$ cat config.mk
export PLATFORM = sky130hd
export DESIGN_NAME = codec_agc_status_output_ctrl_regs
export DESIGN_NICKNAME = d
export VERILOG_FILES = /design/src/rtl/codec_regs_pkg.sv /design/src/rtl/debounce_if.sv /design/src/rtl/codec_agc_status_output_ctrl_regs.sv /design/src/rtl/gain_loop_debounce.sv
export SDC_FILE = /design/constraint.sdc
export NUM_CORES = 1
export LEC_CHECK = 0
export BUFFER_PORTS_ARGS = -buffer_cell sky130_fd_sc_hd__buf_2
export CAP_MARGIN = 30
export CELL_PAD_IN_SITES_DETAIL_PLACEMENT = 1
export CELL_PAD_IN_SITES_GLOBAL_PLACEMENT = 1
export CORE_MARGIN = 5
export CORE_UTILIZATION = 35
export DETAILED_ROUTE_END_ITERATION = 16
export GPL_TIMING_DRIVEN = 0
export PLACE_DENSITY = 0.72
export SLEW_MARGIN = 20
export SYNTH_ARGS = -nofsm -noshare
export SYNTH_HDL_FRONTEND = slang
export SYNTH_HIERARCHICAL = 1
export SYNTH_SLANG_ARGS = --single-unit
$ cat constraint.sdc
create_clock -name clk_i -period 3.75 [get_ports clk_i]
set_clock_uncertainty 0.2 [all_clocks]
set_input_delay 0.1875 -clock clk_i [delete_from_list [all_inputs] [get_ports clk_i]]
set_output_delay 0.1875 -clock clk_i [all_outputs]
set_load 0.01 [all_outputs]
$ cat src/rtl/codec_regs_pkg.sv
package codec_regs_pkg;

	// ****************************************
	// clock and debounce timing
	// ****************************************
	localparam int unsigned CLK_PERIOD_PS      = 5000;
	localparam int unsigned DEBOUNCE_UNIT_PS   = 500000000;
	localparam int unsigned DEBOUNCE_UNIT_CYC  =
		DEBOUNCE_UNIT_PS / CLK_PERIOD_PS;
	localparam int unsigned DEBOUNCE_CNT_W     = 12;

	// ****************************************
	// register indices, byte address is index times four
	// ****************************************
	localparam logic [7:0] IDX_RIGHT_DEBOUNCE  = 8'h23;
	localparam logic [7:0] IDX_ADC_FLAGS       = 8'h24;
	localparam logic [7:0] IDX_DAC_POWER_HP    = 8'h25;
	localparam logic [7:0] IDX_HP_SHORT        = 8'h26;
	localparam logic [7:0] IDX_RESERVED        = 8'h27;
	localparam logic [7:0] IDX_OUT_BYPASS      = 8'h28;
	localparam logic [7:0] IDX_IRQ_STATUS      = 8'h29;
	localparam logic [7:0] IDX_IRQ_MASK        = 8'h2A;
	localparam int unsigned ADDR_LSB           = 2;

	// ****************************************
	// reset values and writable bits
	// ****************************************
	localparam logic [7:0] REG_RESET           = 8'h00;
	localparam logic [7:0] DEBOUNCE_WMASK      = 8'hFF;
	localparam logic [7:0] DAC_POWER_WMASK     = 8'hF0;
	localparam logic [7:0] HP_SHORT_WMASK      = 8'h06;
	localparam logic [7:0] BYPASS_WMASK        = 8'hFF;

	// ****************************************
	// field positions
	// ****************************************
	localparam int unsigned NOISE_DB_LSB       = 3;
	localparam int unsigned SIGNAL_DB_LSB      = 0;
	localparam int unsigned DAC_LEFT_BIT       = 7;
	localparam int unsigned DAC_RIGHT_BIT      = 6;
	localparam int unsigned HP_COMMON_LSB      = 4;
	localparam int unsigned SHORT_EN_BIT       = 2;
	localparam int unsigned SHORT_MODE_BIT     = 1;
	localparam int unsigned VCM_LSB            = 6;
	localparam int unsigned BYPASS_LEFT_LSB    = 4;
	localparam int unsigned BYPASS_RIGHT_LSB   = 2;
	localparam int unsigned SOFT_STEP_LSB      = 0;

	localparam int unsigned FLAG_PGA_LEFT      = 7;
	localparam int unsigned FLAG_PWR_LEFT      = 6;
	localparam int unsigned FLAG_SIG_LEFT      = 5;
	localparam int unsigned FLAG_SAT_LEFT      = 4;
	localparam int unsigned FLAG_PGA_RIGHT     = 3;
	localparam int unsigned FLAG_PWR_RIGHT     = 2;
	localparam int unsigned FLAG_SIG_RIGHT     = 1;
	localparam int unsigned FLAG_SAT_RIGHT     = 0;

	localparam int unsigned IRQ_W              = 4;
	localparam int unsigned IRQ_SIG_RIGHT      = 0;
	localparam int unsigned IRQ_SAT_LEFT       = 1;
	localparam int unsigned IRQ_SAT_RIGHT      = 2;
	localparam int unsigned IRQ_SHORT          = 3;

	// ****************************************
	// field codes
	// ****************************************
	localparam logic [1:0] HP_COMMON_DIFF      = 2'h0;
	localparam logic [1:0] HP_COMMON_VCM       = 2'h1;
	localparam logic [1:0] HP_COMMON_SE        = 2'h2;
	localparam logic [1:0] STEP_EVERY_FS       = 2'h0;
	localparam logic [1:0] STEP_EVERY_2FS      = 2'h1;
	localparam logic [1:0] AHB_NONSEQ          = 2'h2;
	localparam logic [1:0] AHB_SEQ             = 2'h3;

endpackage : codec_regs_pkg

$ cat src/rtl/debounce_if.sv
`timescale 1ns/1ps
`default_nettype none

interface debounce_if;
	logic [4:0] noise_code;
	logic [2:0] signal_code;
	logic       double_rate;
	logic       raw_below;
	logic       below;

	modport ctrl
	(
		output noise_code,
		output signal_code,
		output double_rate,
		output raw_below,
		input  below
	);

	modport timer
	(
		input  noise_code,
		input  signal_code,
		input  double_rate,
		input  raw_below,
		output below
	);
endinterface : debounce_if

`default_nettype wire

$ cat src/rtl/codec_agc_status_output_ctrl_regs.sv
`timescale 1ns/1ps
`default_nettype none

module codec_agc_status_output_ctrl_regs
	import codec_regs_pkg::*;
#(
	parameter int unsigned DEBOUNCE_UNIT_CYCLES = DEBOUNCE_UNIT_CYC,
	parameter int unsigned GAIN_W               = 8
)
(
	// clock and reset
	input  wire logic              clk_i,
	input  wire logic              reset_n_i,
	// ahb-lite slave
	input  wire logic              hsel_i,
	input  wire logic [31:0]       haddr_i,
	input  wire logic [1:0]        htrans_i,
	input  wire logic              hwrite_i,
	input  wire logic [2:0]        hsize_i,
	input  wire logic [31:0]       hwdata_i,
	input  wire logic              hready_i,
	output logic                   hreadyout_o,
	output logic                   hresp_o,
	output logic [31:0]            hrdata_o,
	// converter and gain-loop state
	input  wire logic [GAIN_W-1:0] pga_applied_left_i,
	input  wire logic [GAIN_W-1:0] pga_programmed_left_i,
	input  wire logic [GAIN_W-1:0] pga_applied_right_i,
	input  wire logic [GAIN_W-1:0] pga_programmed_right_i,
	input  wire logic              adc_powered_left_i,
	input  wire logic              adc_powered_right_i,
	input  wire logic              below_noise_left_i,
	input  wire logic              below_noise_right_i,
	input  wire logic [GAIN_W-1:0] agc_gain_left_i,
	input  wire logic [GAIN_W-1:0] agc_max_left_i,
	input  wire logic [GAIN_W-1:0] agc_gain_right_i,
	input  wire logic [GAIN_W-1:0] agc_max_right_i,
	input  wire logic              double_rate_audio_i,
	// output stage events
	input  wire logic              short_detected_i,
	input  wire logic              sample_tick_i,
	// output stage controls
	output logic                   dac_power_left_o,
	output logic                   dac_power_right_o,
	output logic                   headphone_common_output_differential_o,
	output logic                   headphone_common_output_constant_vcm_o,
	output logic                   headphone_common_output_single_ended_o,
	output logic                   short_protect_en_o,
	output logic                   short_current_limit_o,
	output logic                   driver_power_down_o,
	output logic [1:0]             common_mode_sel_o,
	output logic                   left_line2_positive_o,
	output logic                   left_line2_negative_o,
	output logic                   right_line2_positive_o,
	output logic                   right_line2_negative_o,
	output logic                   volume_step_o,
	output logic [4:0]             right_noise_debounce_o,
	output logic [2:0]             right_signal_debounce_o,
	output logic                   right_signal_below_o,
	// interrupt
	output logic                   irq_o
);

	// ****************************************
	// state
	// ****************************************
	typedef struct packed {
		logic [7:0]       debounce;
		logic [7:0]       dac_power;
		logic [7:0]       hp_short;
		logic [7:0]       bypass;
		logic [7:0]       flags;
		logic [IRQ_W-1:0] irq_status;
		logic [IRQ_W-1:0] irq_mask;
		logic             wr_pend;
		logic [7:0]       wr_idx;
		logic [31:0]      rdata;
		logic             irq;
		logic             hp_off;
		logic             cur_lim;
		logic             step_half;
		logic             vol_step;
		logic [2:0]       headphone_common_output;
		logic [3:0]       line2;
	} state_t;

	state_t q;
	state_t d;

	debounce_if dbus ();

	// ****************************************
	// right channel debounce
	// ****************************************
	assign dbus.noise_code  = q.debounce[NOISE_DB_LSB +: 5];
	assign dbus.signal_code = q.debounce[SIGNAL_DB_LSB +: 3];
	assign dbus.double_rate = double_rate_audio_i;
	assign dbus.raw_below   = below_noise_right_i;

	gain_loop_debounce #(
		.UNIT_CYCLES (DEBOUNCE_UNIT_CYCLES)
	) u_right_debounce (
		.clk_i     (clk_i),
		.reset_n_i (reset_n_i),
		.db        (dbus.timer)
	);

	// ****************************************
	// helpers
	// ****************************************
	function automatic logic [7:0] merge
	(
		input logic [7:0] old_val,
		input logic [7:0] new_val,
		input logic [7:0] wmask
	);
		return (old_val & ~wmask) | (new_val & wmask);
	endfunction : merge

	function automatic logic [1:0] route(input logic [1:0] code);
		// bit 1 negative leg, bit 0 positive leg, both for differential
		return {code[1], code[0]};
	endfunction : route

	// ****************************************
	// next state
	// ****************************************
	always_comb
	begin
		logic             take;
		logic [7:0]       idx;
		logic [7:0]       rd;
		logic [IRQ_W-1:0] events;
		logic             short_on;
		d        = q;
		take     = hsel_i & hready_i & htrans_i[1];
		idx      = haddr_i[ADDR_LSB +: 8];
		rd       = REG_RESET;
		events   = '0;
		short_on = q.hp_short[SHORT_EN_BIT];

		// ****************************************
		// live flags, one cycle of history except the debounced right signal flag
		// ****************************************
		d.flags[FLAG_PGA_LEFT]  =
			(pga_applied_left_i == pga_programmed_left_i);
		d.flags[FLAG_PGA_RIGHT] =
			(pga_applied_right_i == pga_programmed_right_i);
		d.flags[FLAG_PWR_LEFT]  = adc_powered_left_i;
		d.flags[FLAG_PWR_RIGHT] = adc_powered_right_i;
		d.flags[FLAG_SIG_LEFT]  = below_noise_left_i;
		d.flags[FLAG_SIG_RIGHT] = dbus.below;
		d.flags[FLAG_SAT_LEFT]  =
			(agc_gain_left_i == agc_max_left_i);
		d.flags[FLAG_SAT_RIGHT] =
			(agc_gain_right_i == agc_max_right_i);

		// ****************************************
		// data phase of a write
		// ****************************************
		d.wr_pend = 1'b0;
		if (q.wr_pend)
		begin
			case (q.wr_idx)
				IDX_RIGHT_DEBOUNCE:
					d.debounce = merge(q.debounce, hwdata_i[7:0],
						DEBOUNCE_WMASK);
				IDX_DAC_POWER_HP:
					d.dac_power = merge(q.dac_power, hwdata_i[7:0],
						DAC_POWER_WMASK);
				IDX_HP_SHORT:
					d.hp_short = merge(q.hp_short, hwdata_i[7:0],
						HP_SHORT_WMASK);
				IDX_OUT_BYPASS:
					d.bypass = merge(q.bypass, hwdata_i[7:0],
						BYPASS_WMASK);
				IDX_IRQ_MASK:
					d.irq_mask = hwdata_i[IRQ_W-1:0];
				// flags and reserved slot ignore writes
				default:
					d.wr_pend = 1'b0;
			endcase
		end

		// ****************************************
		// address phase, read data formed from the post-write values
		// ****************************************
		if (take)
		begin
			d.wr_pend = hwrite_i;
			d.wr_idx  = idx;
		end
		case (idx)
			IDX_RIGHT_DEBOUNCE: rd = d.debounce;
			IDX_ADC_FLAGS:      rd = q.flags;
			IDX_DAC_POWER_HP:   rd = d.dac_power;
			IDX_HP_SHORT:       rd = d.hp_short;
			IDX_RESERVED:       rd = REG_RESET;
			IDX_OUT_BYPASS:     rd = d.bypass;
			IDX_IRQ_STATUS:     rd = 8'(q.irq_status);
			IDX_IRQ_MASK:       rd = 8'(d.irq_mask);
			default:            rd = REG_RESET;
		endcase
		if (take && !hwrite_i)
			d.rdata = {24'h000000, rd};

		// ****************************************
		// interrupt events, a read clears, a new event wins
		// ****************************************
		events[IRQ_SIG_RIGHT] = d.flags[FLAG_SIG_RIGHT]
			^ q.flags[FLAG_SIG_RIGHT];
		events[IRQ_SAT_LEFT]  = d.flags[FLAG_SAT_LEFT]
			& ~q.flags[FLAG_SAT_LEFT];
		events[IRQ_SAT_RIGHT] = d.flags[FLAG_SAT_RIGHT]
			& ~q.flags[FLAG_SAT_RIGHT];
		events[IRQ_SHORT]     = short_detected_i & short_on;
		if (take && !hwrite_i && idx == IDX_IRQ_STATUS)
			d.irq_status = events;
		else
			d.irq_status = q.irq_status | events;
		d.irq = |(d.irq_status & d.irq_mask);

		// ****************************************
		// short protection behaviour
		// ****************************************
		if (!d.hp_short[SHORT_EN_BIT] || !d.hp_short[SHORT_MODE_BIT])
			d.hp_off = 1'b0;
		else if (short_detected_i)
			d.hp_off = 1'b1;
		// registered so the limit pin comes straight from a flop
		d.cur_lim = d.hp_short[SHORT_EN_BIT]
			& ~d.hp_short[SHORT_MODE_BIT];

		// ****************************************
		// headphone common output, reserved code drives nothing
		// ****************************************
		case (d.dac_power[HP_COMMON_LSB +: 2])
			HP_COMMON_DIFF: d.headphone_common_output = 3'h1;
			HP_COMMON_VCM:  d.headphone_common_output = 3'h2;
			HP_COMMON_SE:   d.headphone_common_output = 3'h4;
			default:        d.headphone_common_output = 3'h0;
		endcase

		d.line2 = {route(d.bypass[BYPASS_LEFT_LSB +: 2]),
			route(d.bypass[BYPASS_RIGHT_LSB +: 2])};

		// ****************************************
		// volume soft stepping
		// ****************************************
		d.vol_step = 1'b0;
		if (sample_tick_i)
		begin
			case (d.bypass[SOFT_STEP_LSB +: 2])
				STEP_EVERY_FS:
				begin
					d.vol_step  = 1'b1;
					d.step_half = 1'b0;
				end
				STEP_EVERY_2FS:
				begin
					d.vol_step  = q.step_half;
					d.step_half = ~q.step_half;
				end
				default:
					d.step_half = 1'b0;
			endcase
		end
	end

	// ****************************************
	// registers
	// ****************************************
	always_ff @(posedge clk_i or negedge reset_n_i)
	begin
		if (!reset_n_i)
			q <= '0;
		else
			q <= d;
	end

	// ****************************************
	// bus outputs
	// ****************************************
	assign hreadyout_o             = 1'b1;
	assign hresp_o                 = 1'b0;
	assign hrdata_o                = q.rdata;

	// ****************************************
	// output stage
	// ****************************************
	assign dac_power_left_o        = q.dac_power[DAC_LEFT_BIT];
	assign dac_power_right_o       = q.dac_power[DAC_RIGHT_BIT];
	assign headphone_common_output_differential_o    = q.headphone_common_output[0];
	assign headphone_common_output_constant_vcm_o    = q.headphone_common_output[1];
	assign headphone_common_output_single_ended_o    = q.headphone_common_output[2];
	assign short_protect_en_o      = q.hp_short[SHORT_EN_BIT];
	assign short_current_limit_o   = q.cur_lim;
	assign driver_power_down_o     = q.hp_off;
	assign common_mode_sel_o       = q.bypass[VCM_LSB +: 2];
	assign left_line2_negative_o   = q.line2[3];
	assign left_line2_positive_o   = q.line2[2];
	assign right_line2_negative_o  = q.line2[1];
	assign right_line2_positive_o  = q.line2[0];
	assign volume_step_o           = q.vol_step;

	// ****************************************
	// debounce and interrupt
	// ****************************************
	assign right_noise_debounce_o  = q.debounce[NOISE_DB_LSB +: 5];
	assign right_signal_debounce_o = q.debounce[SIGNAL_DB_LSB +: 3];
	assign right_signal_below_o    = q.flags[FLAG_SIG_RIGHT];
	assign irq_o                   = q.irq;

endmodule : codec_agc_status_output_ctrl_regs

`default_nettype wire

$ cat src/rtl/gain_loop_debounce.sv
`timescale 1ns/1ps
`default_nettype none

module gain_loop_debounce
	import codec_regs_pkg::*;
#(
	parameter int unsigned UNIT_CYCLES = DEBOUNCE_UNIT_CYC
)
(
	// clock and reset
	input  wire logic clk_i,
	input  wire logic reset_n_i,
	// settings and detector
	debounce_if.timer db
);

	typedef logic [DEBOUNCE_CNT_W-1:0] units_t;

	typedef struct packed {
		logic [31:0] div;
		units_t      cnt;
		logic        below;
	} db_state_t;

	db_state_t q;
	db_state_t d;

	// ****************************************
	// code to time in half-millisecond units
	// ****************************************
	function automatic units_t noise_units(input logic [4:0] code);
		units_t u;
		u = '0;
		if (code == 5'h00)
			u = '0;
		else if (code < 5'h08)
			u = units_t'(1) << code;
		else
			u = units_t'(units_t'(code - 5'h07) * units_t'(128));
		return u;
	endfunction : noise_units

	function automatic units_t signal_units(input logic [2:0] code);
		units_t u;
		u = '0;
		if (code != 3'h0)
			u = units_t'(1) << (code - 3'h1);
		return u;
	endfunction : signal_units

	// ****************************************
	// timer and filter
	// ****************************************
	always_comb
	begin
		logic   tick;
		logic   [31:0] period;
		units_t target;
		d      = q;
		tick   = 1'b0;
		target = '0;
		// double rate shortens the time base, times then leave the table
		period = db.double_rate ? (UNIT_CYCLES >> 1) : UNIT_CYCLES;
		if (q.div >= period - 32'd1)
		begin
			d.div = '0;
			tick  = 1'b1;
		end
		else
			d.div = q.div + 32'd1;
		target = db.raw_below ? noise_units(db.noise_code)
			: signal_units(db.signal_code);
		if (db.raw_below == q.below)
			d.cnt = '0;
		else if (target == '0 || q.cnt >= target)
		begin
			d.below = db.raw_below;
			d.cnt   = '0;
		end
		else if (tick)
			d.cnt = q.cnt + units_t'(1);
	end

	always_ff @(posedge clk_i or negedge reset_n_i)
	begin
		if (!reset_n_i)
			q <= '0;
		else
			q <= d;
	end

	assign db.below = q.below;

endmodule : gain_loop_debounce

`default_nettype wire

==> impl.org <==
** Floorplan
- Number of top-level pins :: slightly above 200
- Die outline width :: 145 um
- In this run the core area contains 49 standard-cell rows.
- Measured along the y axis, the die boundary spans 145 um.
- Core outline area :: about 0.018 mm^2
- Starting density of the core :: between 30% and 40%
- The floorplan step defined a die boundary enclosing around 0.021 mm^2.

** Yosys
- Mean instance size in the synthesized netlist :: approximately 10 um^2
- Counting flops with a built-in enable in the synthesized netlist gives 0.
- Number of distinct library cells after synthesis :: roughly 70
- Sequential-to-total area share from yosys stat :: 42.5%
- Fraction of synthesis flops using an asynchronous set or reset pin :: 100%
- Register bit count reported by yosys :: around 110
- Mapped Cells :: 634
- After synthesis the cells add up to 0.00635 mm^2.
- Yosys synthesis warning count :: 6
- Among all flip-flop cells after synthesis, the most frequent one is sky130_fd_sc_hd__dfrtp_1.

** STA
- Total negative slack for setup checks :: 0 ns
- Number of pins with negative max-slew slack in the final report :: 0
- Final clock period utilization by the worst path :: 90.0%
- Setup repair after global routing missed its margin :: no
- Transition at the pin with the smallest max-transition slack :: ~0.89 ns
- Min cycle time layout :: 3.37 ns
- Headroom to the max-slew limit :: approximately two fifths
- Setup violations remaining at the end of the flow were counted as 0.
- Static timing analysis puts the maximum clock frequency at 296 MHz.
- The final number of hold-violating endpoints came to 0.
- Setup slack on the critical path of the routed design comes to 0.377 ns.

** CTS
- The H-tree was split into 3 levels.
- The clock passes through at most 2 buffers.
- Gates resized during post-CTS repair numbered 0.
- Number of CTS-inserted buffers :: 9
- The tree is rooted in a sky130_fd_sc_hd__clkbuf_16.
- TritonCTS built the clock tree.
- Register clock-pin slew on the reported worst setup and hold paths :: roughly 0.080 ns
- Clock tree synthesis found a total of 108 sinks.
- The clock reaches the later pin of the worst-skew pair after 0.36 ns.

** Pwr
- Switching share of power :: roughly 29%
- Pleak :: around 3.7 nW
- Sequential fraction of design power :: a little under half
- NetSw :: 0.793 mW
- Per report_power, the clock group accounts for 34.5% of the total.
- Gate power share :: a little under a fifth
- The internal portion of the total power is roughly 2 mW.
- Power Density :: about 340 mW/mm^2
- Peak supply drop :: roughly 0.00026 V

** Cells and area
- The post-route netlist has between 20% and 30% of its cells at a drive strength greater than 1.
- Number of antenna diodes :: 0
- In the layout the commonest cells are 124 x sky130_fd_sc_hd__buf_2, 108 x sky130_fd_sc_hd__dfrtp_1, 49 x sky130_fd_sc_hd__nor2_1, 48 x sky130_fd_sc_hd__nand2_1, 47 x sky130_fd_sc_hd__xnor2_1.
- Fill cells in the final layout number ~2100.
- Leaving out fill and tap cells, the most frequent cell in the layout is sky130_fd_sc_hd__buf_2.
- Net count reported at finish :: a little over 1000
- Compared with the post-synthesis result, the final layout area differs by 27.5%.
- Area used by multi-input combinational logic :: 0.00327 mm^2
- Registers take 0.00270 mm^2.

** Drt
- Remaining antenna violation count after routing :: 0
- Initial DRC Count :: 168
- Total Wirelength :: 17700 um
- In the routed design, unresolved DRC markers number 0.
- In the final routed layout, each cell accounts on average for between 15 and 20 um.
- Using the TritonRoute via totals, the vias-per-cell ratio works out to about 5.0.
- Total iterations of the first detailed-routing run :: 6
- Across all layers, the routed design uses about 5400 vias.

** Placement
- Placer's final routability congestion estimate :: between 0.8 and 0.9
- Total half-perimeter wirelength after legalization and detailed placement :: around 13000 um
- Prior to clock tree synthesis, the placed netlist has a worst setup slack of around 0.38 ns.
- During placement, the flow inserted port buffers numbering between 100 and 150.

** Setup path
- Library cell contributing the largest single delay on the critical path :: sky130_fd_sc_hd__dfrtp_1
- STA classifies the critical path startpoint as a flip-flop.
- Following the worst setup path forward leads to its endpoint at u_right_debounce/q[3].
- Walking the worst path, the cells encountered are inv_1 > ha_1 > inv_1 > and4_1 > a32oi_1 > ha_1 > a211oi_1 > a211oi_1 > o31ai_1 > nand4_1 > buf_6 > nor2_1.
- Data arrival time of the worst path :: around 3.5 ns
- Start-to-end type of the worst setup path :: reg -> reg
- Of all nets on the critical path, the largest fanout is 10.
- The startpoint identified for the worst register-to-register timing path is right_noise_debounce_o[0].
- Largest stage delay, worst path :: a little over 0.5 ns
- Endpoint of the most critical register-to-register path :: u_right_debounce/q[3]
- Endpoint kind of the worst setup timing path :: flip-flop
- Across all register-to-register paths, the minimum setup slack is between 0.3 and 0.4 ns.
- Start point of the critical path :: right_noise_debounce_o[0]
- Measured in cells, the most critical reg-to-reg path has a length of 12.
- At the worst endpoint, the required time is 3.83 ns.

** Outcome
- The flow ran to the end, and the final reports show no timing, DRC or antenna violations.

** Global route
- Summed over all layers, the global routing overflow is 0.
- Antenna violations before repair :: 0
- Global routing consumed, over all layers together, between 15 and 20% of the routing resources.
- Vias in the first global route :: 5896
- First-pass GRT wire length :: 29200 um
- Entering global routing, the biggest net connects just under 80 pins.

** Job
- The tool flagged a number of max-cap violations equal to 0.

** Worst hold path
- The worst hold path passes through 4 cells.
- In this run the worst hold path is classified as in -> reg.
area by class of cell:
class                   count  share of cell area, %
multi-input cells         480                   40.4
flip-flops and latches    108                   33.4
repair buffers            161                   12.7
plain buffers              63                   5.47
well taps                 229                   3.54
clock buffers              10                   2.95
inverters                  20                  0.927
clock inverters             6                  0.695
power by group through the flow:
stage | sequential (mW) | clock, mW | combinational [mW]
after floorplan | 1.30 | 0 | 0.290
after global placement | 1.31 | 0 | 0.460
after detailed placement | 1.32 | 0 | 0.471
after CTS | 1.29 | 0.983 | 0.506
after global routing | 1.30 | 1.03 | 0.562
final | 1.29 | 0.946 | 0.505
worst min-delay path by stage:
stage	start	end	slack (ns)
after global routing	agc_gain_left_i[5]	q[58]	0.04
final	agc_gain_left_i[5]	q[58]	0.03
after CTS	agc_gain_left_i[2]	q[58]	0.001
after floorplan	reset_n_i	common_mode_sel_o[0]	-0.31
after detailed placement	reset_n_i	u_right_debounce/q[18]	-0.10
after global placement	below_noise_left_i	q[66]	0.1
stage by stage:
step	power [mW]	cells	cell area, um^2	hold WS (ns)	utilization [%]
floorplan	1.59	671	6490	-0.308	-
global placement	1.77	1022	7390	0.0979	41.3
detailed placement	1.79	1023	7420	-0.102	41.5
CTS	2.78	1077	8100	0.00126	45.2
global route	2.90	1077	8100	0.0392	45.2
finish	2.74	1077	8100	0.0251	45.2
metal layers:
metal  global-route usage (%)  share of wire [%]  routed length (um)  vias to the layer above
li1                         -                  -                   -                     2624
met1                     20.7                 41                7330                     2610
met4                     3.68                1.2                 205                        0
met2                     32.1                 53                9290                      128
met3                     4.57                4.8                 857                       16
met5                        0                  0                   0                        -
worst max-delay path: cells and delay by family (launching register included):
family	cells	cell delay (ns)
flip-flops	1	0.51
buffers and inverters	3	0.44
AND/OR/NAND/NOR	3	0.61
adder cells (fa/ha/maj)	2	0.55
AO/OA/AOI/OAI	4	1.00
logic make-up (layout without fill, tap and decap cells):
kind of cell | Yosys count | after routing | synth area share [%]
AO/OA/AOI/OAI | 113 | 113 | 12.8
multiplexers | 25 | 25 | 4.25
XOR/XNOR | 54 | 54 | 7.45
buffers and inverters | 83 | 260 | 8.15
other | 3 | 40 | 0.177
AND/OR/NAND/NOR | 221 | 221 | 19.3
adder cells (fa/ha/maj) | 27 | 27 | 5.32
flip-flops | 108 | 108 | 42.5
registers in the layout, summed over array words and instances, names as in the netlist:
name                                    count
u_right_debounce/q                         44
q                                          31
hrdata_o                                    8
right_noise_debounce_o                      5
right_signal_debounce_o                     3
common_mode_sel_o                           2
dac_power_left_o                            1
dac_power_right_o                           1
driver_power_down_o                         1
headphone_common_output_constant_vcm_o      1
headphone_common_output_differential_o      1
headphone_common_output_single_ended_o      1
irq_o                                       1
left_line2_positive_o                       1
right_line2_negative_o                      1
right_line2_positive_o                      1
right_signal_below_o                        1
short_current_limit_o                       1
short_protect_en_o                          1
u_right_debounce/db.below                   1
volume_step_o                               1
Yosys cell counts, types with 3 or more instances:
cell	instances	area, um^2
sky130_fd_sc_hd__o21ai_0	12	60.1
sky130_fd_sc_hd__xor2_1	7	61.3
sky130_fd_sc_hd__a32oi_1	5	43.8
sky130_fd_sc_hd__buf_6	5	56.3
sky130_fd_sc_hd__a211oi_1	8	60.1
sky130_fd_sc_hd__conb_1	3	11.3
sky130_fd_sc_hd__and3_1	11	68.8
sky130_fd_sc_hd__o31ai_1	23	173
sky130_fd_sc_hd__mux2_2	16	180
sky130_fd_sc_hd__or3_1	3	18.8
sky130_fd_sc_hd__nor3b_1	4	30.0
sky130_fd_sc_hd__nor2b_1	4	25.0
sky130_fd_sc_hd__inv_1	20	75.1
sky130_fd_sc_hd__xnor2_1	47	412
sky130_fd_sc_hd__nor4bb_1	4	40.0
sky130_fd_sc_hd__nand2_1	48	180
sky130_fd_sc_hd__a21boi_0	3	22.5
sky130_fd_sc_hd__nand2b_1	3	18.8
sky130_fd_sc_hd__nand3_1	20	100
sky130_fd_sc_hd__nor4_1	5	31.3
sky130_fd_sc_hd__or2_2	4	25.0
sky130_fd_sc_hd__mux2i_1	9	90.1
sky130_fd_sc_hd__nor3_1	3	15.0
sky130_fd_sc_hd__a21o_1	4	30.0
sky130_fd_sc_hd__dfrtp_1	108	2700
sky130_fd_sc_hd__nand4_1	32	200
sky130_fd_sc_hd__clkbuf_1	11	41.3
sky130_fd_sc_hd__nor2_1	49	184
sky130_fd_sc_hd__and2_1	4	25.0
sky130_fd_sc_hd__a21oi_1	26	130
sky130_fd_sc_hd__ha_1	27	338
sky130_fd_sc_hd__a22oi_1	5	37.5
sky130_fd_sc_hd__buf_2	3	15.0
sky130_fd_sc_hd__or4_1	3	22.5
sky130_fd_sc_hd__buf_4	44	330
sky130_fd_sc_hd__o211ai_1	5	37.5
what timing repair did:
item / CTS / global route
buffers inserted: 0 / 0
hold buffers: 38 / 0
endpoints found under the hold margin: 153 / 0
No activity file was read; power rests on OpenSTA's default activity.
